**src/apcf_pkg.sv**
```systemverilog
// Constants, field layouts and carrier types for the audio port clock and format control
// ---------------------------------------------------------------------------
// How it works
// - Port A clock register: bits 7:4 read zero, source in 3:2, divider in 1:0.
// - Master frame clock divides selected master clock by 128, 256, 384 or 512.
// - Master bit clock always runs at 64 times the frame clock.
// - Source codes pick main clock, receiver clock, recovered clock; code 11 reserved.
// - Port B register: bit 7 zero, mute 6, source 5:4, mode 3, format 2:0.
// - Format 000 is 24-bit left-justified, 001 is 24-bit I2S; 010, 011 unused.
// - Port B mode 0 takes clocks from outside; 1 derives them from port A source.
// - Port B output source: own input, port A input, receiver; 11 reserved.
// ---------------------------------------------------------------------------
package apcf_pkg;

  // -------------------------------------------------------------------------
  // Register map: printed index, byte address is four times the index
  // -------------------------------------------------------------------------
  localparam logic [5:0] APCF_IDX_A_CLK  = 6'h04;
  localparam logic [5:0] APCF_IDX_B_FMT  = 6'h05;
  localparam logic [5:0] APCF_IDX_A_MODE = 6'h08;
  localparam logic [5:0] APCF_IDX_STATUS = 6'h09;

  localparam logic [7:0] APCF_A_CLK_RST  = 8'h00;
  localparam logic [7:0] APCF_B_FMT_RST  = 8'h00;
  localparam logic [7:0] APCF_A_MODE_RST = 8'h00;

  // -------------------------------------------------------------------------
  // Field positions
  // -------------------------------------------------------------------------
  localparam int APCF_A_SRC_LSB  = 2;
  localparam int APCF_A_DIV_LSB  = 0;
  localparam int APCF_B_MUTE_BIT = 6;
  localparam int APCF_B_SRC_LSB  = 4;
  localparam int APCF_B_MS_BIT   = 3;
  localparam int APCF_B_FMT_LSB  = 0;
  localparam int APCF_A_MS_BIT   = 0;

  // Writable bits; the rest read as zero
  localparam logic [7:0] APCF_A_CLK_MASK  = 8'h0f;
  localparam logic [7:0] APCF_B_FMT_MASK  = 8'h7f;
  localparam logic [7:0] APCF_A_MODE_MASK = 8'h01;

  // -------------------------------------------------------------------------
  // Encodings
  // -------------------------------------------------------------------------
  localparam logic [1:0] APCF_SRC_MCLK  = 2'h0;
  localparam logic [1:0] APCF_SRC_RXCI  = 2'h1;
  localparam logic [1:0] APCF_SRC_RXCO  = 2'h2;
  localparam logic [1:0] APCF_SRC_RSVD  = 2'h3;

  localparam logic [1:0] APCF_OUT_LOOP  = 2'h0;
  localparam logic [1:0] APCF_OUT_PORTA = 2'h1;
  localparam logic [1:0] APCF_OUT_RECV  = 2'h2;

  localparam logic [2:0] APCF_FMT_LJ24  = 3'h0;
  localparam logic [2:0] APCF_FMT_I2S24 = 3'h1;

  // -------------------------------------------------------------------------
  // Counts: a divide code n gives a bit clock half period of n+1 master edges,
  // so the frame is 128 * (n+1) master cycles and the bit clock is 64 x frame
  // -------------------------------------------------------------------------
  localparam logic [5:0] APCF_HALF_BITS_LAST = 6'h3f;
  localparam logic [4:0] APCF_SLOT_LAST      = 5'h1f;
  localparam int         APCF_WORD_W         = 24;
  localparam int         APCF_BUF_DEPTH      = 2;

  typedef struct packed
  {
    logic        left;
    logic [23:0] data;
  } apcf_sample_t;

endpackage

```
**src/apcf_fifo.sv**
```systemverilog
// Small valid/ready buffer sitting in the port B output data path
`timescale 1ns/1ps
module apcf_fifo #(
  parameter int WIDTH = 25,
  parameter int DEPTH = 2
) (
  input  wire logic             clk_i,
  input  wire logic             rst_i,
  input  wire logic             in_valid_i,
  output logic                  in_ready_o,
  input  wire logic [WIDTH-1:0] in_data_i,
  output logic                  out_valid_o,
  input  wire logic             out_ready_i,
  output logic      [WIDTH-1:0] out_data_o
);
  localparam int PW = (DEPTH > 1) ? $clog2(DEPTH) : 1;
  localparam int CW = $clog2(DEPTH + 1);

  logic [WIDTH-1:0] mem_ff [DEPTH];
  logic [PW-1:0]    wr_ptr_ff;
  logic [PW-1:0]    rd_ptr_ff;
  logic [CW-1:0]    count_ff;
  wire              push = in_valid_i && in_ready_o;
  wire              pop  = out_valid_o && out_ready_i;

  function automatic logic [PW-1:0] bump(input logic [PW-1:0] p);
    bump = (p == PW'(DEPTH - 1)) ? '0 : PW'(p + 1'b1);
  endfunction

  assign in_ready_o  = (count_ff != CW'(DEPTH));
  assign out_valid_o = (count_ff != '0);
  assign out_data_o  = mem_ff[rd_ptr_ff];

  always_ff @(posedge clk_i)
  begin
    if (rst_i)
    begin
      wr_ptr_ff <= '0;
      rd_ptr_ff <= '0;
      count_ff  <= '0;
    end
    else
    begin
      if (push)
        wr_ptr_ff <= bump(wr_ptr_ff);
      if (pop)
        rd_ptr_ff <= bump(rd_ptr_ff);
      count_ff <= CW'(count_ff + CW'(push) - CW'(pop));
    end
  end

  always_ff @(posedge clk_i)
  begin
    if (push)
      mem_ff[wr_ptr_ff] <= in_data_i;
  end

endmodule

```
**src/apcf_top.sv**
```systemverilog
// Audio port clock generation, port B format control and Wishbone registers
//
// Local design decision: the Wishbone register port.
`timescale 1ns/1ps
module apcf_top #(
  parameter int ADR_W = 8
) (
  input  wire logic                  clk_i,
  input  wire logic                  rst_i,
  // Wishbone classic slave
  input  wire logic                  cyc_i,
  input  wire logic                  stb_i,
  input  wire logic                  we_i,
  input  wire logic [ADR_W-1:0]      adr_i,
  input  wire logic [3:0]            sel_i,
  input  wire logic [31:0]           dat_i,
  output logic      [31:0]           dat_o,
  output logic                       ack_o,
  // Master clock candidates, sampled
  input  wire logic                  mclk_i,
  input  wire logic                  receiver_clock_in_i,
  input  wire logic                  recovered_receiver_clock_out_i,
  // Port A clock pins
  input  wire logic                  port_a_frame_clock_i,
  output logic                       port_a_frame_clock_o,
  output logic                       port_a_frame_clock_oe_o,
  input  wire logic                  port_a_bit_clock_i,
  output logic                       port_a_bit_clock_o,
  output logic                       port_a_bit_clock_oe_o,
  // Port B clock pins
  input  wire logic                  port_b_frame_clock_i,
  output logic                       port_b_frame_clock_o,
  output logic                       port_b_frame_clock_oe_o,
  input  wire logic                  port_b_bit_clock_i,
  output logic                       port_b_bit_clock_o,
  output logic                       port_b_bit_clock_oe_o,
  // Sample streams offered to port B output
  input  wire logic                  port_b_in_valid_i,
  output logic                       port_b_in_ready_o,
  input  wire apcf_pkg::apcf_sample_t port_b_in_data_i,
  input  wire logic                  port_a_in_valid_i,
  output logic                       port_a_in_ready_o,
  input  wire apcf_pkg::apcf_sample_t port_a_in_data_i,
  input  wire logic                  recv_valid_i,
  output logic                       recv_ready_o,
  input  wire apcf_pkg::apcf_sample_t recv_data_i,
  // Port B serial data
  output logic                       port_b_serial_out_o
);

  // -------------------------------------------------------------------------
  // Register state
  // -------------------------------------------------------------------------
  logic [7:0] a_clk_ff;
  logic [7:0] b_fmt_ff;
  logic [7:0] a_mode_ff;

  wire [1:0] port_a_clock_source  = a_clk_ff[apcf_pkg::APCF_A_SRC_LSB +: 2];
  wire [1:0] port_a_divider_select = a_clk_ff[apcf_pkg::APCF_A_DIV_LSB +: 2];
  wire       port_b_mute           = b_fmt_ff[apcf_pkg::APCF_B_MUTE_BIT];
  wire [1:0] port_b_output_source  = b_fmt_ff[apcf_pkg::APCF_B_SRC_LSB +: 2];
  wire       port_b_master_slave   = b_fmt_ff[apcf_pkg::APCF_B_MS_BIT];
  wire [2:0] port_b_format_select  = b_fmt_ff[apcf_pkg::APCF_B_FMT_LSB +: 3];
  wire       port_a_master         = a_mode_ff[apcf_pkg::APCF_A_MS_BIT];

  // -------------------------------------------------------------------------
  // Wishbone slave: one wait state, unmapped words read zero and are acked
  // -------------------------------------------------------------------------
  logic        ack_ff;
  logic [31:0] rdata_ff;
  wire         req      = cyc_i && stb_i && !ack_ff;
  wire  [5:0]  word_idx = adr_i[7:2];
  wire         wr_lane0 = cyc_i && stb_i && ack_ff && we_i && sel_i[0];
  wire         hit_a    = (word_idx == apcf_pkg::APCF_IDX_A_CLK);
  wire         hit_b    = (word_idx == apcf_pkg::APCF_IDX_B_FMT);
  wire         hit_mode = (word_idx == apcf_pkg::APCF_IDX_A_MODE);
  wire         hit_stat = (word_idx == apcf_pkg::APCF_IDX_STATUS);
  wire  [7:0]  wdata    = dat_i[7:0];
  wire  [7:0]  status;
  wire  [7:0]  rd_byte;

  assign rd_byte = hit_a    ? a_clk_ff  :
                   hit_b    ? b_fmt_ff  :
                   hit_mode ? a_mode_ff :
                   hit_stat ? status    : 8'h00;

  assign ack_o = ack_ff;
  assign dat_o = rdata_ff;

  always_ff @(posedge clk_i)
  begin
    if (rst_i)
    begin
      ack_ff   <= 1'b0;
      rdata_ff <= 32'h0000_0000;
    end
    else
    begin
      ack_ff   <= req;
      rdata_ff <= req ? {24'h00_0000, rd_byte} : 32'h0000_0000;
    end
  end

  // A write lands on the edge where the master sees ack; reserved bits stay zero
  always_ff @(posedge clk_i)
  begin
    if (rst_i)
    begin
      a_clk_ff  <= apcf_pkg::APCF_A_CLK_RST;
      b_fmt_ff  <= apcf_pkg::APCF_B_FMT_RST;
      a_mode_ff <= apcf_pkg::APCF_A_MODE_RST;
    end
    else
    begin
      if (wr_lane0 && hit_a)
        a_clk_ff <= wdata & apcf_pkg::APCF_A_CLK_MASK;
      if (wr_lane0 && hit_b)
        b_fmt_ff <= wdata & apcf_pkg::APCF_B_FMT_MASK;
      if (wr_lane0 && hit_mode)
        a_mode_ff <= wdata & apcf_pkg::APCF_A_MODE_MASK;
    end
  end

  // -------------------------------------------------------------------------
  // Pin synchronisers; sampled clocks must stay below half of clk_i
  // -------------------------------------------------------------------------
  localparam int NSYNC = 7;
  logic [NSYNC-1:0] sync1_ff;
  logic [NSYNC-1:0] sync2_ff;
  logic [NSYNC-1:0] pins;

  assign pins = {port_b_bit_clock_i, port_b_frame_clock_i, port_a_bit_clock_i,
                 port_a_frame_clock_i, recovered_receiver_clock_out_i,
                 receiver_clock_in_i, mclk_i};

  always_ff @(posedge clk_i)
  begin
    if (rst_i)
    begin
      sync1_ff <= '0;
      sync2_ff <= '0;
    end
    else
    begin
      sync1_ff <= pins;
      sync2_ff <= sync1_ff;
    end
  end

  wire ext_b_bit   = sync2_ff[6];
  wire ext_b_frame = sync2_ff[5];

  // -------------------------------------------------------------------------
  // Master clock selection and frame/bit clock divider
  // -------------------------------------------------------------------------
  logic       src_prev_ff;
  logic [1:0] edge_cnt_ff;
  logic [5:0] half_cnt_ff;
  logic       gen_bit_ff;
  logic       gen_frame_ff;
  logic       src_lvl;

  always_comb
  begin
    case (port_a_clock_source)
      apcf_pkg::APCF_SRC_MCLK: src_lvl = sync2_ff[0];
      apcf_pkg::APCF_SRC_RXCI: src_lvl = sync2_ff[1];
      apcf_pkg::APCF_SRC_RXCO: src_lvl = sync2_ff[2];
      default:                 src_lvl = 1'b0;
    endcase
  end

  // Port A source and divider only matter when some port is master
  wire gen_run   = (port_a_master || port_b_master_slave) &&
                   (port_a_clock_source != apcf_pkg::APCF_SRC_RSVD);
  wire src_rise  = gen_run && src_lvl && !src_prev_ff;
  wire half_done = src_rise && (edge_cnt_ff == port_a_divider_select);
  wire frame_flip = half_done && (half_cnt_ff == apcf_pkg::APCF_HALF_BITS_LAST);

  always_ff @(posedge clk_i)
  begin
    if (rst_i || !gen_run)
    begin
      src_prev_ff  <= 1'b0;
      edge_cnt_ff  <= 2'h0;
      half_cnt_ff  <= 6'h00;
      gen_bit_ff   <= 1'b0;
      gen_frame_ff <= 1'b0;
    end
    else
    begin
      src_prev_ff <= src_lvl;
      if (half_done)
        edge_cnt_ff <= 2'h0;
      else if (src_rise)
        edge_cnt_ff <= edge_cnt_ff + 2'h1;
      if (half_done)
      begin
        gen_bit_ff  <= !gen_bit_ff;
        half_cnt_ff <= half_cnt_ff + 6'h01;
      end
      if (frame_flip)
        gen_frame_ff <= !gen_frame_ff;
    end
  end

  // -------------------------------------------------------------------------
  // Clock pins: driven only in master mode, otherwise left to the far end
  // -------------------------------------------------------------------------
  assign port_a_frame_clock_o    = gen_frame_ff;
  assign port_a_bit_clock_o      = gen_bit_ff;
  assign port_a_frame_clock_oe_o = port_a_master;
  assign port_a_bit_clock_oe_o   = port_a_master;
  assign port_b_frame_clock_o    = gen_frame_ff;
  assign port_b_bit_clock_o      = gen_bit_ff;
  assign port_b_frame_clock_oe_o = port_b_master_slave;
  assign port_b_bit_clock_oe_o   = port_b_master_slave;

  wire b_bit   = port_b_master_slave ? gen_bit_ff   : ext_b_bit;
  wire b_frame = port_b_master_slave ? gen_frame_ff : ext_b_frame;

  // -------------------------------------------------------------------------
  // Output source selection into the buffer
  // -------------------------------------------------------------------------
  apcf_pkg::apcf_sample_t sel_data;
  apcf_pkg::apcf_sample_t buf_data;
  logic                   sel_valid;
  logic                   buf_in_ready;
  logic                   buf_valid;
  logic                   buf_pop;

  wire src_loop = (port_b_output_source == apcf_pkg::APCF_OUT_LOOP);
  wire src_pa   = (port_b_output_source == apcf_pkg::APCF_OUT_PORTA);
  wire src_rx   = (port_b_output_source == apcf_pkg::APCF_OUT_RECV);

  // Reserved code picks nothing, so no source sees ready
  assign sel_valid = (src_loop && port_b_in_valid_i) ||
                     (src_pa && port_a_in_valid_i) ||
                     (src_rx && recv_valid_i);
  assign sel_data  = src_pa ? port_a_in_data_i :
                     src_rx ? recv_data_i : port_b_in_data_i;
  assign port_b_in_ready_o = src_loop && buf_in_ready;
  assign port_a_in_ready_o = src_pa && buf_in_ready;
  assign recv_ready_o      = src_rx && buf_in_ready;

  apcf_fifo #(
    .WIDTH ($bits(apcf_pkg::apcf_sample_t)),
    .DEPTH (apcf_pkg::APCF_BUF_DEPTH)
  ) u_buf (
    .clk_i       (clk_i),
    .rst_i       (rst_i),
    .in_valid_i  (sel_valid),
    .in_ready_o  (buf_in_ready),
    .in_data_i   (sel_data),
    .out_valid_o (buf_valid),
    .out_ready_i (buf_pop),
    .out_data_o  (buf_data)
  );

  // -------------------------------------------------------------------------
  // Port B serialiser: data changes on the bit clock falling edge
  // -------------------------------------------------------------------------
  logic        bit_prev_ff;
  logic        frame_seen_ff;
  logic [4:0]  slot_ff;
  logic [23:0] word_ff;
  logic        sdo_ff;

  function automatic logic pick_bit(input logic [23:0] w, input logic [4:0] slot,
                                    input logic i2s);
    logic [4:0] pos;
    pos = i2s ? 5'(slot - 5'h01) : slot;
    if (i2s && slot == 5'h00)
      pick_bit = 1'b0;
    else if (pos < 5'(apcf_pkg::APCF_WORD_W))
      pick_bit = w[5'(apcf_pkg::APCF_WORD_W - 1) - pos];
    else
      pick_bit = 1'b0;
  endfunction

  wire        bit_fall  = bit_prev_ff && !b_bit;
  wire        new_slot  = bit_fall && (b_frame != frame_seen_ff);
  wire        fmt_i2s   = (port_b_format_select == apcf_pkg::APCF_FMT_I2S24);
  // Unused codes fall back to left-justified rather than stopping output
  wire [4:0]  nxt_slot  = new_slot ? 5'h00 :
                          (slot_ff == apcf_pkg::APCF_SLOT_LAST) ? slot_ff : 5'(slot_ff + 5'h01);
  // An empty buffer at a frame edge sends a zero word instead of stale data
  wire [23:0] nxt_word  = new_slot ? (buf_valid ? buf_data.data : 24'h00_0000) : word_ff;
  wire        nxt_sdo   = pick_bit(nxt_word, nxt_slot, fmt_i2s);

  assign buf_pop = new_slot && buf_valid;
  assign port_b_serial_out_o = sdo_ff;

  always_ff @(posedge clk_i)
  begin
    if (rst_i)
    begin
      bit_prev_ff   <= 1'b0;
      frame_seen_ff <= 1'b0;
      slot_ff       <= apcf_pkg::APCF_SLOT_LAST;
      word_ff       <= 24'h00_0000;
      sdo_ff        <= 1'b0;
    end
    else
    begin
      bit_prev_ff <= b_bit;
      if (bit_fall)
      begin
        frame_seen_ff <= b_frame;
        slot_ff       <= nxt_slot;
        word_ff       <= nxt_word;
        sdo_ff        <= nxt_sdo && !port_b_mute;
      end
      else if (port_b_mute)
        sdo_ff <= 1'b0;
    end
  end

  // -------------------------------------------------------------------------
  // Status: generator clocks and buffer levels, all from flops or the buffer
  // -------------------------------------------------------------------------
  assign status = {4'h0, buf_in_ready, buf_valid, gen_frame_ff, gen_bit_ff};

endmodule
```
**config.mk**
```make
export PLATFORM = sky130hd
export DESIGN_NAME = apcf_top
export DESIGN_NICKNAME = d
export VERILOG_FILES = /design/src/apcf_pkg.sv /design/src/apcf_fifo.sv /design/src/apcf_top.sv
export SDC_FILE = /design/constraint.sdc
export NUM_CORES = 1
export LEC_CHECK = 0
export BUFFER_PORTS_ARGS = -buffer_cell sky130_fd_sc_hd__buf_2
export CORE_MARGIN = 4
export CORE_UTILIZATION = 35
export CTS_BUF_LIST = sky130_fd_sc_hd__clkbuf_16
export DETAILED_ROUTE_END_ITERATION = 6
export PLACE_DENSITY = 0.57
export REMOVE_ABC_BUFFERS = 1
export SLEW_MARGIN = 20
export SYNTH_ARGS = -nofsm -noshare
export SYNTH_HDL_FRONTEND = slang
export SYNTH_HIERARCHICAL = 1
export SYNTH_SLANG_ARGS = --single-unit
```
**constraint.sdc**
```tcl
create_clock -name clk_i -period 3.7 [get_ports clk_i]
set_clock_uncertainty 0.15 [all_clocks]
set_input_delay 0.37 -clock clk_i [delete_from_list [all_inputs] [get_ports clk_i]]
set_output_delay 0.37 -clock clk_i [all_outputs]
set_load 0.05 [all_outputs]
```
==> qor.csv, run 1 <==
stage;metric;value;unit
finish;layout cell share with drive strength beyond 1;27.3;%
timing;final max-slew violation count;0;
global_routing;antenna violations before repair;0;
finish;non-filler cells, final;975;
detailed_routing;vias per std cell;5.01;
power;peak ir drop on the vdd network;0.321;mV
place;global placement routability congestion;0.855;
critical_path;largest driver fanout on the critical path;7;
critical_path;Worst Setup End Kind;flop;
global_routing;GRT overflow;0;
timing;smallest hold slack;31.6;ps
cts;clock tree root driver cell;sky130_fd_sc_hd__clkbuf_16;
job;maximum capacitance violations;0;
floorplanning;die area;20300;sq um
timing;worst max-slew margin expressed relative to the limit;35.9;%
critical_path;data arrival at the endpoint of the critical path;3500;ps
critical_path;launching element type of the critical path;flop;
timing;final critical path time including I/O delays and setup;3330;ps
cts;Clock Sink Count;126;
global_routing;first-pass GRT wire length;22700;um
critical_path;depth of the worst register-to-register path;10;
place;HPWL after detailed placement;9900;um
critical_path;type of the setup path with the least slack;flop to flop;
place;number of cells in the design after placement;943;
synth;Mapped Avg Cell Area;10.0;sq um
timing;Final Hold Vio Count;0;
detailed_routing;number of DRC markers after the initial detailed-route iteration;208;
place;placed standard-cell area;7010;sq um
synth;area of the mapped netlist;6320;sq um
finish;antenna diode count;0;
timing;Achievable Freq;301;MHz
detailed_routing;iteration count of the initial detailed-routing pass;4;
power;total power per unit cell area;483;nW/um^2
critical_path;required arrival time at the worst endpoint;3870;ps
detailed_routing;remaining antenna violation count after routing;0;
cts;Max Root-Sink Buffers;2;
cts;CTS tree;done;
cts;number of clock buffers inserted by TritonCTS;17;
finish;signed area change from the synthesized netlist to the final layout;21.4;%
timing;Worst Tran Pin Value;961;ps
synth;Ys Warns;6;
worst_hold_path;type of the worst min-delay path;input pin to flop;
cts;hold-fix buffer count after cts;0;
timing;final cycle utilization of the critical path;89.9;%
detailed_routing;Remaining DRCs;0;
outcome;run status;finished, final reports clean;
place;PortBufs;118;
floorplanning;core box area;17500;sq um
timing;setup repair after global routing missed its margin;false;
cts;postcts setup bufs;0;
cts;CTS-repair resized insts;0;
cts;htree depth;4;
finish;final cell area excluding filler cells;7680;sq um
timing;endpoints failing setup;0;
detailed_routing;overall routed net length;13700;um
floorplanning;number of primary I/O pins;179;
power;leak pwr;3.00;nW
detailed_routing;via count of the routed design;4881;
global_routing;number of global-route vias before repair;4867;
floorplanning;initial cell density of the core;36.2;%
floorplanning;total number of placement rows;48;
floorplanning;DIE WIDTH;142;um
cts;later-pin clock latency in the skew report;410;ps
detailed_routing;final routed wire length divided by cell count;14.1;um
power;total power;0.00371;W
timing;final sum of negative setup slack;0;ps
global_routing;aggregate global-route resource usage;13.7;%
cts;clock transition time at the flip-flop clock pins of the worst setup and hold paths;60;ps
synth;gate count after technology mapping;632;
global_routing;maximum number of pins on one net before global-route repair;53;
floorplanning;die span in y;142;um
finish;nets;876;
worst_hold_path;number of stages on the worst hold path;2;
## per-stage QoR
stage               setup WS [ps]  util, %
global route                  136     43.9
CTS                           300     43.9
finish                        373     43.9
detailed placement            406     40.1
global placement              441     40.1
floorplan                    -547        -
## flip-flops by register name (all words and copies together), names as in the netlist, named ones only
register	count
a_clk_ff	4
a_mode_ff	1
ack_o	1
b_fmt_ff	7
bit_prev_ff	1
dat_o	7
edge_cnt_ff	2
frame_seen_ff	1
half_cnt_ff	6
port_a_bit_clock_o	1
port_a_frame_clock_o	1
port_b_serial_out_o	1
slot_ff	5
src_prev_ff	1
sync1_ff	5
sync2_ff	5
u_buf/count_ff	2
u_buf/mem_ff	48
u_buf/rd_ptr_ff	1
u_buf/wr_ptr_ff	1
word_ff	24
## layout make-up
class | count | area (sq um)
fillers | 1684 | 9800
inverters | 6 | 22.5
well taps | 225 | 282
clock buffers | 17 | 425
flip-flops and latches | 126 | 3010
clock inverters | 15 | 245
multi-input cells | 455 | 3010
repair buffers | 131 | 688
## critical path: stages, from the launching register on
cell and delay, ps:
sky130_fd_sc_hd__dfxtp_1 470, sky130_fd_sc_hd__mux2i_1 390, sky130_fd_sc_hd__nand2_1 280, sky130_fd_sc_hd__o21ai_4 330, sky130_fd_sc_hd__ha_1 210, sky130_fd_sc_hd__nand2_1 80, sky130_fd_sc_hd__xnor2_1 340, sky130_fd_sc_hd__mux4_2 550
sky130_fd_sc_hd__o22ai_1 180, sky130_fd_sc_hd__nor4_1 90, sky130_fd_sc_hd__nor4_2 160
## power breakdown
part | internal [W] | switching [W] | leakage, nW
combinational | 0.000126 | 0.000213 | 1.60
sequential | 0.00149 | 0.0000151 | 1.08
clock | 0.00126 | 0.000603 | 0.318
## worst paths after layout
check,startpoint,to,slack [ps]
min reg2reg,sync1_ff[2]$_SDFF_PP0_,sync2_ff[2]$_SDFF_PP0_,290
min,port_b_bit_clock_i,sync1_ff[6]$_SDFF_PP0_,30
max,b_fmt_ff[3]$_SDFFE_PP0P_,port_b_serial_out_o$_SDFFE_PP0P_,370
max reg2reg,b_fmt_ff[3]$_SDFFE_PP0P_,port_b_serial_out_o$_SDFFE_PP0P_,370
## placed cells by master (no fill, tap or decap), types with 4 or more instances in the layout
cell type	n
sky130_fd_sc_hd__xor2_1	8
sky130_fd_sc_hd__buf_2	118
sky130_fd_sc_hd__inv_1	7
sky130_fd_sc_hd__dfxtp_1	76
sky130_fd_sc_hd__edfxtp_1	48
sky130_fd_sc_hd__mux2_2	26
sky130_fd_sc_hd__clkinv_4	4
sky130_fd_sc_hd__o21ai_0	19
sky130_fd_sc_hd__bufinv_16	6
sky130_fd_sc_hd__nand4_1	4
sky130_fd_sc_hd__ha_1	5
sky130_fd_sc_hd__mux2i_1	44
sky130_fd_sc_hd__a211oi_1	30
sky130_fd_sc_hd__nor3_1	12
sky130_fd_sc_hd__mux4_2	4
sky130_fd_sc_hd__conb_1	25
sky130_fd_sc_hd__nand2b_1	5
sky130_fd_sc_hd__nand2_1	44
sky130_fd_sc_hd__xnor2_1	8
sky130_fd_sc_hd__buf_4	13
sky130_fd_sc_hd__and3_1	12
sky130_fd_sc_hd__clkbuf_16	17
sky130_fd_sc_hd__nor2_1	53
sky130_fd_sc_hd__nand3_1	11
sky130_fd_sc_hd__or2_2	4
sky130_fd_sc_hd__a21oi_1	50
sky130_fd_sc_hd__nor2b_1	42
## routing by layer
metal,track usage [%],wire length (um)
met1,16.2,5890
met4,4.50,136
met5,0,0
met2,24.6,6870
met3,3.19,822
No activity file was read; power rests on OpenSTA's default activity.
==> run 2: changes to the inputs <==
--- a/config.mk
+++ b/config.mk
@@ -6,6 +6,7 @@
 export NUM_CORES = 1
 export LEC_CHECK = 0
 export BUFFER_PORTS_ARGS = -buffer_cell sky130_fd_sc_hd__buf_2
+export CORE_ASPECT_RATIO = 0.8
 export CORE_MARGIN = 4
 export CORE_UTILIZATION = 35
 export CTS_BUF_LIST = sky130_fd_sc_hd__clkbuf_16
==> run 2 against run 1 <==
  * Via count shrank 0.29%
  * Sequential power is essentially flat
  * Fmax is essentially flat
  * First-iteration DRC count grew 40%
  * Wire length grew 2.7%
  * Sequential cell count is the same
  * Clock-buffer cell count is the same
  * Hold slack lost 12 ps
  * Clock power shrank 16%
  * Largest power group unchanged
  * Highest routed layer unchanged
==> qor.csv, run 2 (same netlist as run 1, synthesis figures left out) <==
stage;metric;value;unit;change
floorplanning;die area;20300;sq um;about the same
critical_path;launching element type of the critical path;flop;;
finish;Filler Cell Count;1691;;+0.42%
cts;Clock Sink Count;126;;unchanged
critical_path;worst reg-to-reg setup slack;370;ps;about the same
cts;CTS-repair resized insts;0;;unchanged
outcome;run status;finished, final reports clean;;
floorplanning;total number of placement rows;43;;-10%
critical_path;largest driver fanout on the critical path;7;;unchanged
place;HPWL after detailed placement;10200;um;+2.5%
job;maximum capacitance violations;0;;unchanged
timing;setup repair after global routing missed its margin;false;;
critical_path;Worst Setup End Kind;flop;;
place;global placement routability congestion;0.923;;+7.9%
finish;signed area change from the synthesized netlist to the final layout;19.8;%;
detailed_routing;Remaining DRCs;0;;unchanged
finish;layout cell share with drive strength beyond 1;27.7;%;+0.36 points
global_routing;first-pass GRT wire length;23400;um;+3.3%
global_routing;number of global-route vias before repair;4955;;+1.8%
critical_path;timing startpoint of the critical path;b_fmt_ff[3]$_SDFFE_PP0P_;;
power;total power;0.00341;W;-8.1%
power;leak pwr;2.96;nW;-1.5%
floorplanning;number of primary I/O pins;179;;unchanged
timing;worst max-slew margin expressed relative to the limit;35.7;%;-0.19 points
critical_path;type of the setup path with the least slack;flop to flop;;
detailed_routing;overall routed net length;14100;um;+2.7%
cts;clock tree root driver cell;sky130_fd_sc_hd__clkbuf_16;;
critical_path;data arrival at the endpoint of the critical path;3500;ps;about the same
power;peak ir drop on the vdd network;0.277;mV;-14%
global_routing;GRT overflow;0;;unchanged
timing;Achievable Freq;300;MHz;about the same
cts;postcts setup bufs;0;;unchanged
cts;hold-fix buffer count after cts;0;;unchanged
detailed_routing;final routed wire length divided by cell count;14.4;um;+2.6%
timing;final critical path time including I/O delays and setup;3330;ps;+0.665 ps
cts;CTS tree;done;;
finish;number of flip-flops in the largest register;48;;unchanged
detailed_routing;metal1 wirelength;6600;um;+12%
global_routing;maximum number of pins on one net before global-route repair;78;;+47%
place;PortBufs;118;;unchanged
critical_path;required arrival time at the worst endpoint;3870;ps;about the same
detailed_routing;met3 routed wirelength;786;um;-4.4%
detailed_routing;vias per std cell;4.99;;-0.39%
place;Worst Setup Slack post-DPL;445;ps;+38.7 ps
detailed_routing;Met2 Wirelength;6490;um;-5.6%
detailed_routing;via count of the routed design;4867;;-0.29%
timing;setup ws final;372;ps;-0.665 ps
timing;Final Hold Vio Count;0;;unchanged
finish;antenna diode count;0;;unchanged
power;total power per unit cell area;449;nW/um^2;-6.9%
detailed_routing;number of DRC markers after the initial detailed-route iteration;292;;+40%
detailed_routing;iteration count of the initial detailed-routing pass;4;;unchanged
finish;FF/Latch Area;3010;sq um;unchanged
critical_path;startpoint of the most critical register-to-register path;b_fmt_ff[3]$_SDFFE_PP0P_;;
global_routing;aggregate global-route resource usage;14.3;%;+0.55 points
timing;final cycle utilization of the critical path;89.9;%;about the same
finish;total area of multi-input combinational cells;3010;sq um;unchanged
finish;register with the most flip-flops;u_buf/mem_ff;;
timing;final max-slew violation count;0;;unchanged
finish;most common library cell in the layout ignoring fill and taps;sky130_fd_sc_hd__buf_2;;
floorplanning;DIE WIDTH;158;um;+11%
finish;registers with the most flip-flops;u_buf/mem_ff: 48 flops, word_ff: 24 flops;;
floorplanning;initial cell density of the core;36.1;%;-0.13 points
cts;number of clock buffers inserted by TritonCTS;17;;unchanged
timing;endpoints failing setup;0;;unchanged
detailed_routing;remaining antenna violation count after routing;0;;unchanged
finish;nets;877;;+0.11%
cts;htree depth;4;;unchanged
floorplanning;core box area;17500;sq um;+0.36%
global_routing;antenna violations before repair;0;;unchanged
worst_hold_path;hold path startpoint;recovered_receiver_clock_out_i;;
cts;Max Root-Sink Buffers;2;;unchanged
cts;clock transition time at the flip-flop clock pins of the worst setup and hold paths;60;ps;about the same
cts;later-pin clock latency in the skew report;410;ps;about the same
timing;Worst Tran Pin Value;964;ps;+2.88 ps
floorplanning;die span in y;128;um;-10%
detailed_routing;uppermost routed layer;met4;;
worst_hold_path;type of the worst min-delay path;input pin to flop;;
finish;commonest non-fill, non-tap cells in the layout;118 x sky130_fd_sc_hd__buf_2, 76 x sky130_fd_sc_hd__dfxtp_1, 53 x sky130_fd_sc_hd__nor2_1, 50 x sky130_fd_sc_hd__a21oi_1, 48 x sky130_fd_sc_hd__edfxtp_1;;
-- run 2: cell types whose count changed in the layout (fill, tap and decap cells not counted), sizes merged --
cell      before  now
clkinvlp       3    4
buf          131  132
bufinv         6    1
inv            7   11
-- run 2: through the flow --
| step | area (sq um) | std cells | util [%] | setup TNS (ps) | hold WS [ps] |
|---|---|---|---|---|---|
| after CTS | 7580 | 976 | 43.2 | 0 | 7.93 |
| after detailed placement | 7020 | 944 | 40.0 | 0 | 276 |
| after global routing | 7580 | 976 | 43.2 | 0 | 21.3 |
| after floorplan | 6030 | 587 | - | -6780 | 264 |
| final | 7580 | 976 | 43.2 | 0 | 19.2 |
| after global placement | 7020 | 944 | 40.0 | 0 | 286 |
-- run 2: worst paths after layout --
| path | cells past startpoint | to |
|---|---|---|
| worst max-delay path | 10 | port_b_serial_out_o$_SDFFE_PP0P_ |
| worst min register to register | 1 | sync2_ff[0]$_SDFF_PP0_ |
| worst max register to register | 10 | port_b_serial_out_o$_SDFFE_PP0P_ |
| worst min-delay path | 2 | sync1_ff[2]$_SDFF_PP0_ |
-- run 2: power by group --
| group | internal [W] | switching, W | total, W | leakage, nW |
|---|---|---|---|---|
| logic | 0.000125 | 0.000213 | 0.000338 | 1.61 |
| clock network | 0.000930 | 0.000634 | 0.00156 | 0.267 |
| registers | 0.00149 | 0.0000155 | 0.00150 | 1.08 |
-- run 2: layout make-up --
cell class,count,share of cell area (%)
flip-flops and latches,126,39.7
well taps,225,3.71
repair buffers,132,9.18
inverters,6,0.297
clock inverters,15,1.80
clock buffers,17,5.61
multi-input cells,455,39.7
-- run 2: metal layers --
metal	vias to the layer above	GRT usage, %
met4	0	4.76
met2	145	22.9
met3	20	3.14
li1	2426	-
met1	2276	19.1
met5	-	0
-- run 2: critical path, cell delays in order, from the launching register on --
cell and delay, ps:
sky130_fd_sc_hd__dfxtp_1 510, sky130_fd_sc_hd__mux2i_1 310, sky130_fd_sc_hd__nand2_1 250, sky130_fd_sc_hd__o21ai_2 340, sky130_fd_sc_hd__ha_1 230, sky130_fd_sc_hd__nand2_1 90
sky130_fd_sc_hd__xnor2_1 370, sky130_fd_sc_hd__mux4_2 550, sky130_fd_sc_hd__o22ai_1 210, sky130_fd_sc_hd__nor4_1 90, sky130_fd_sc_hd__nor4_2 130
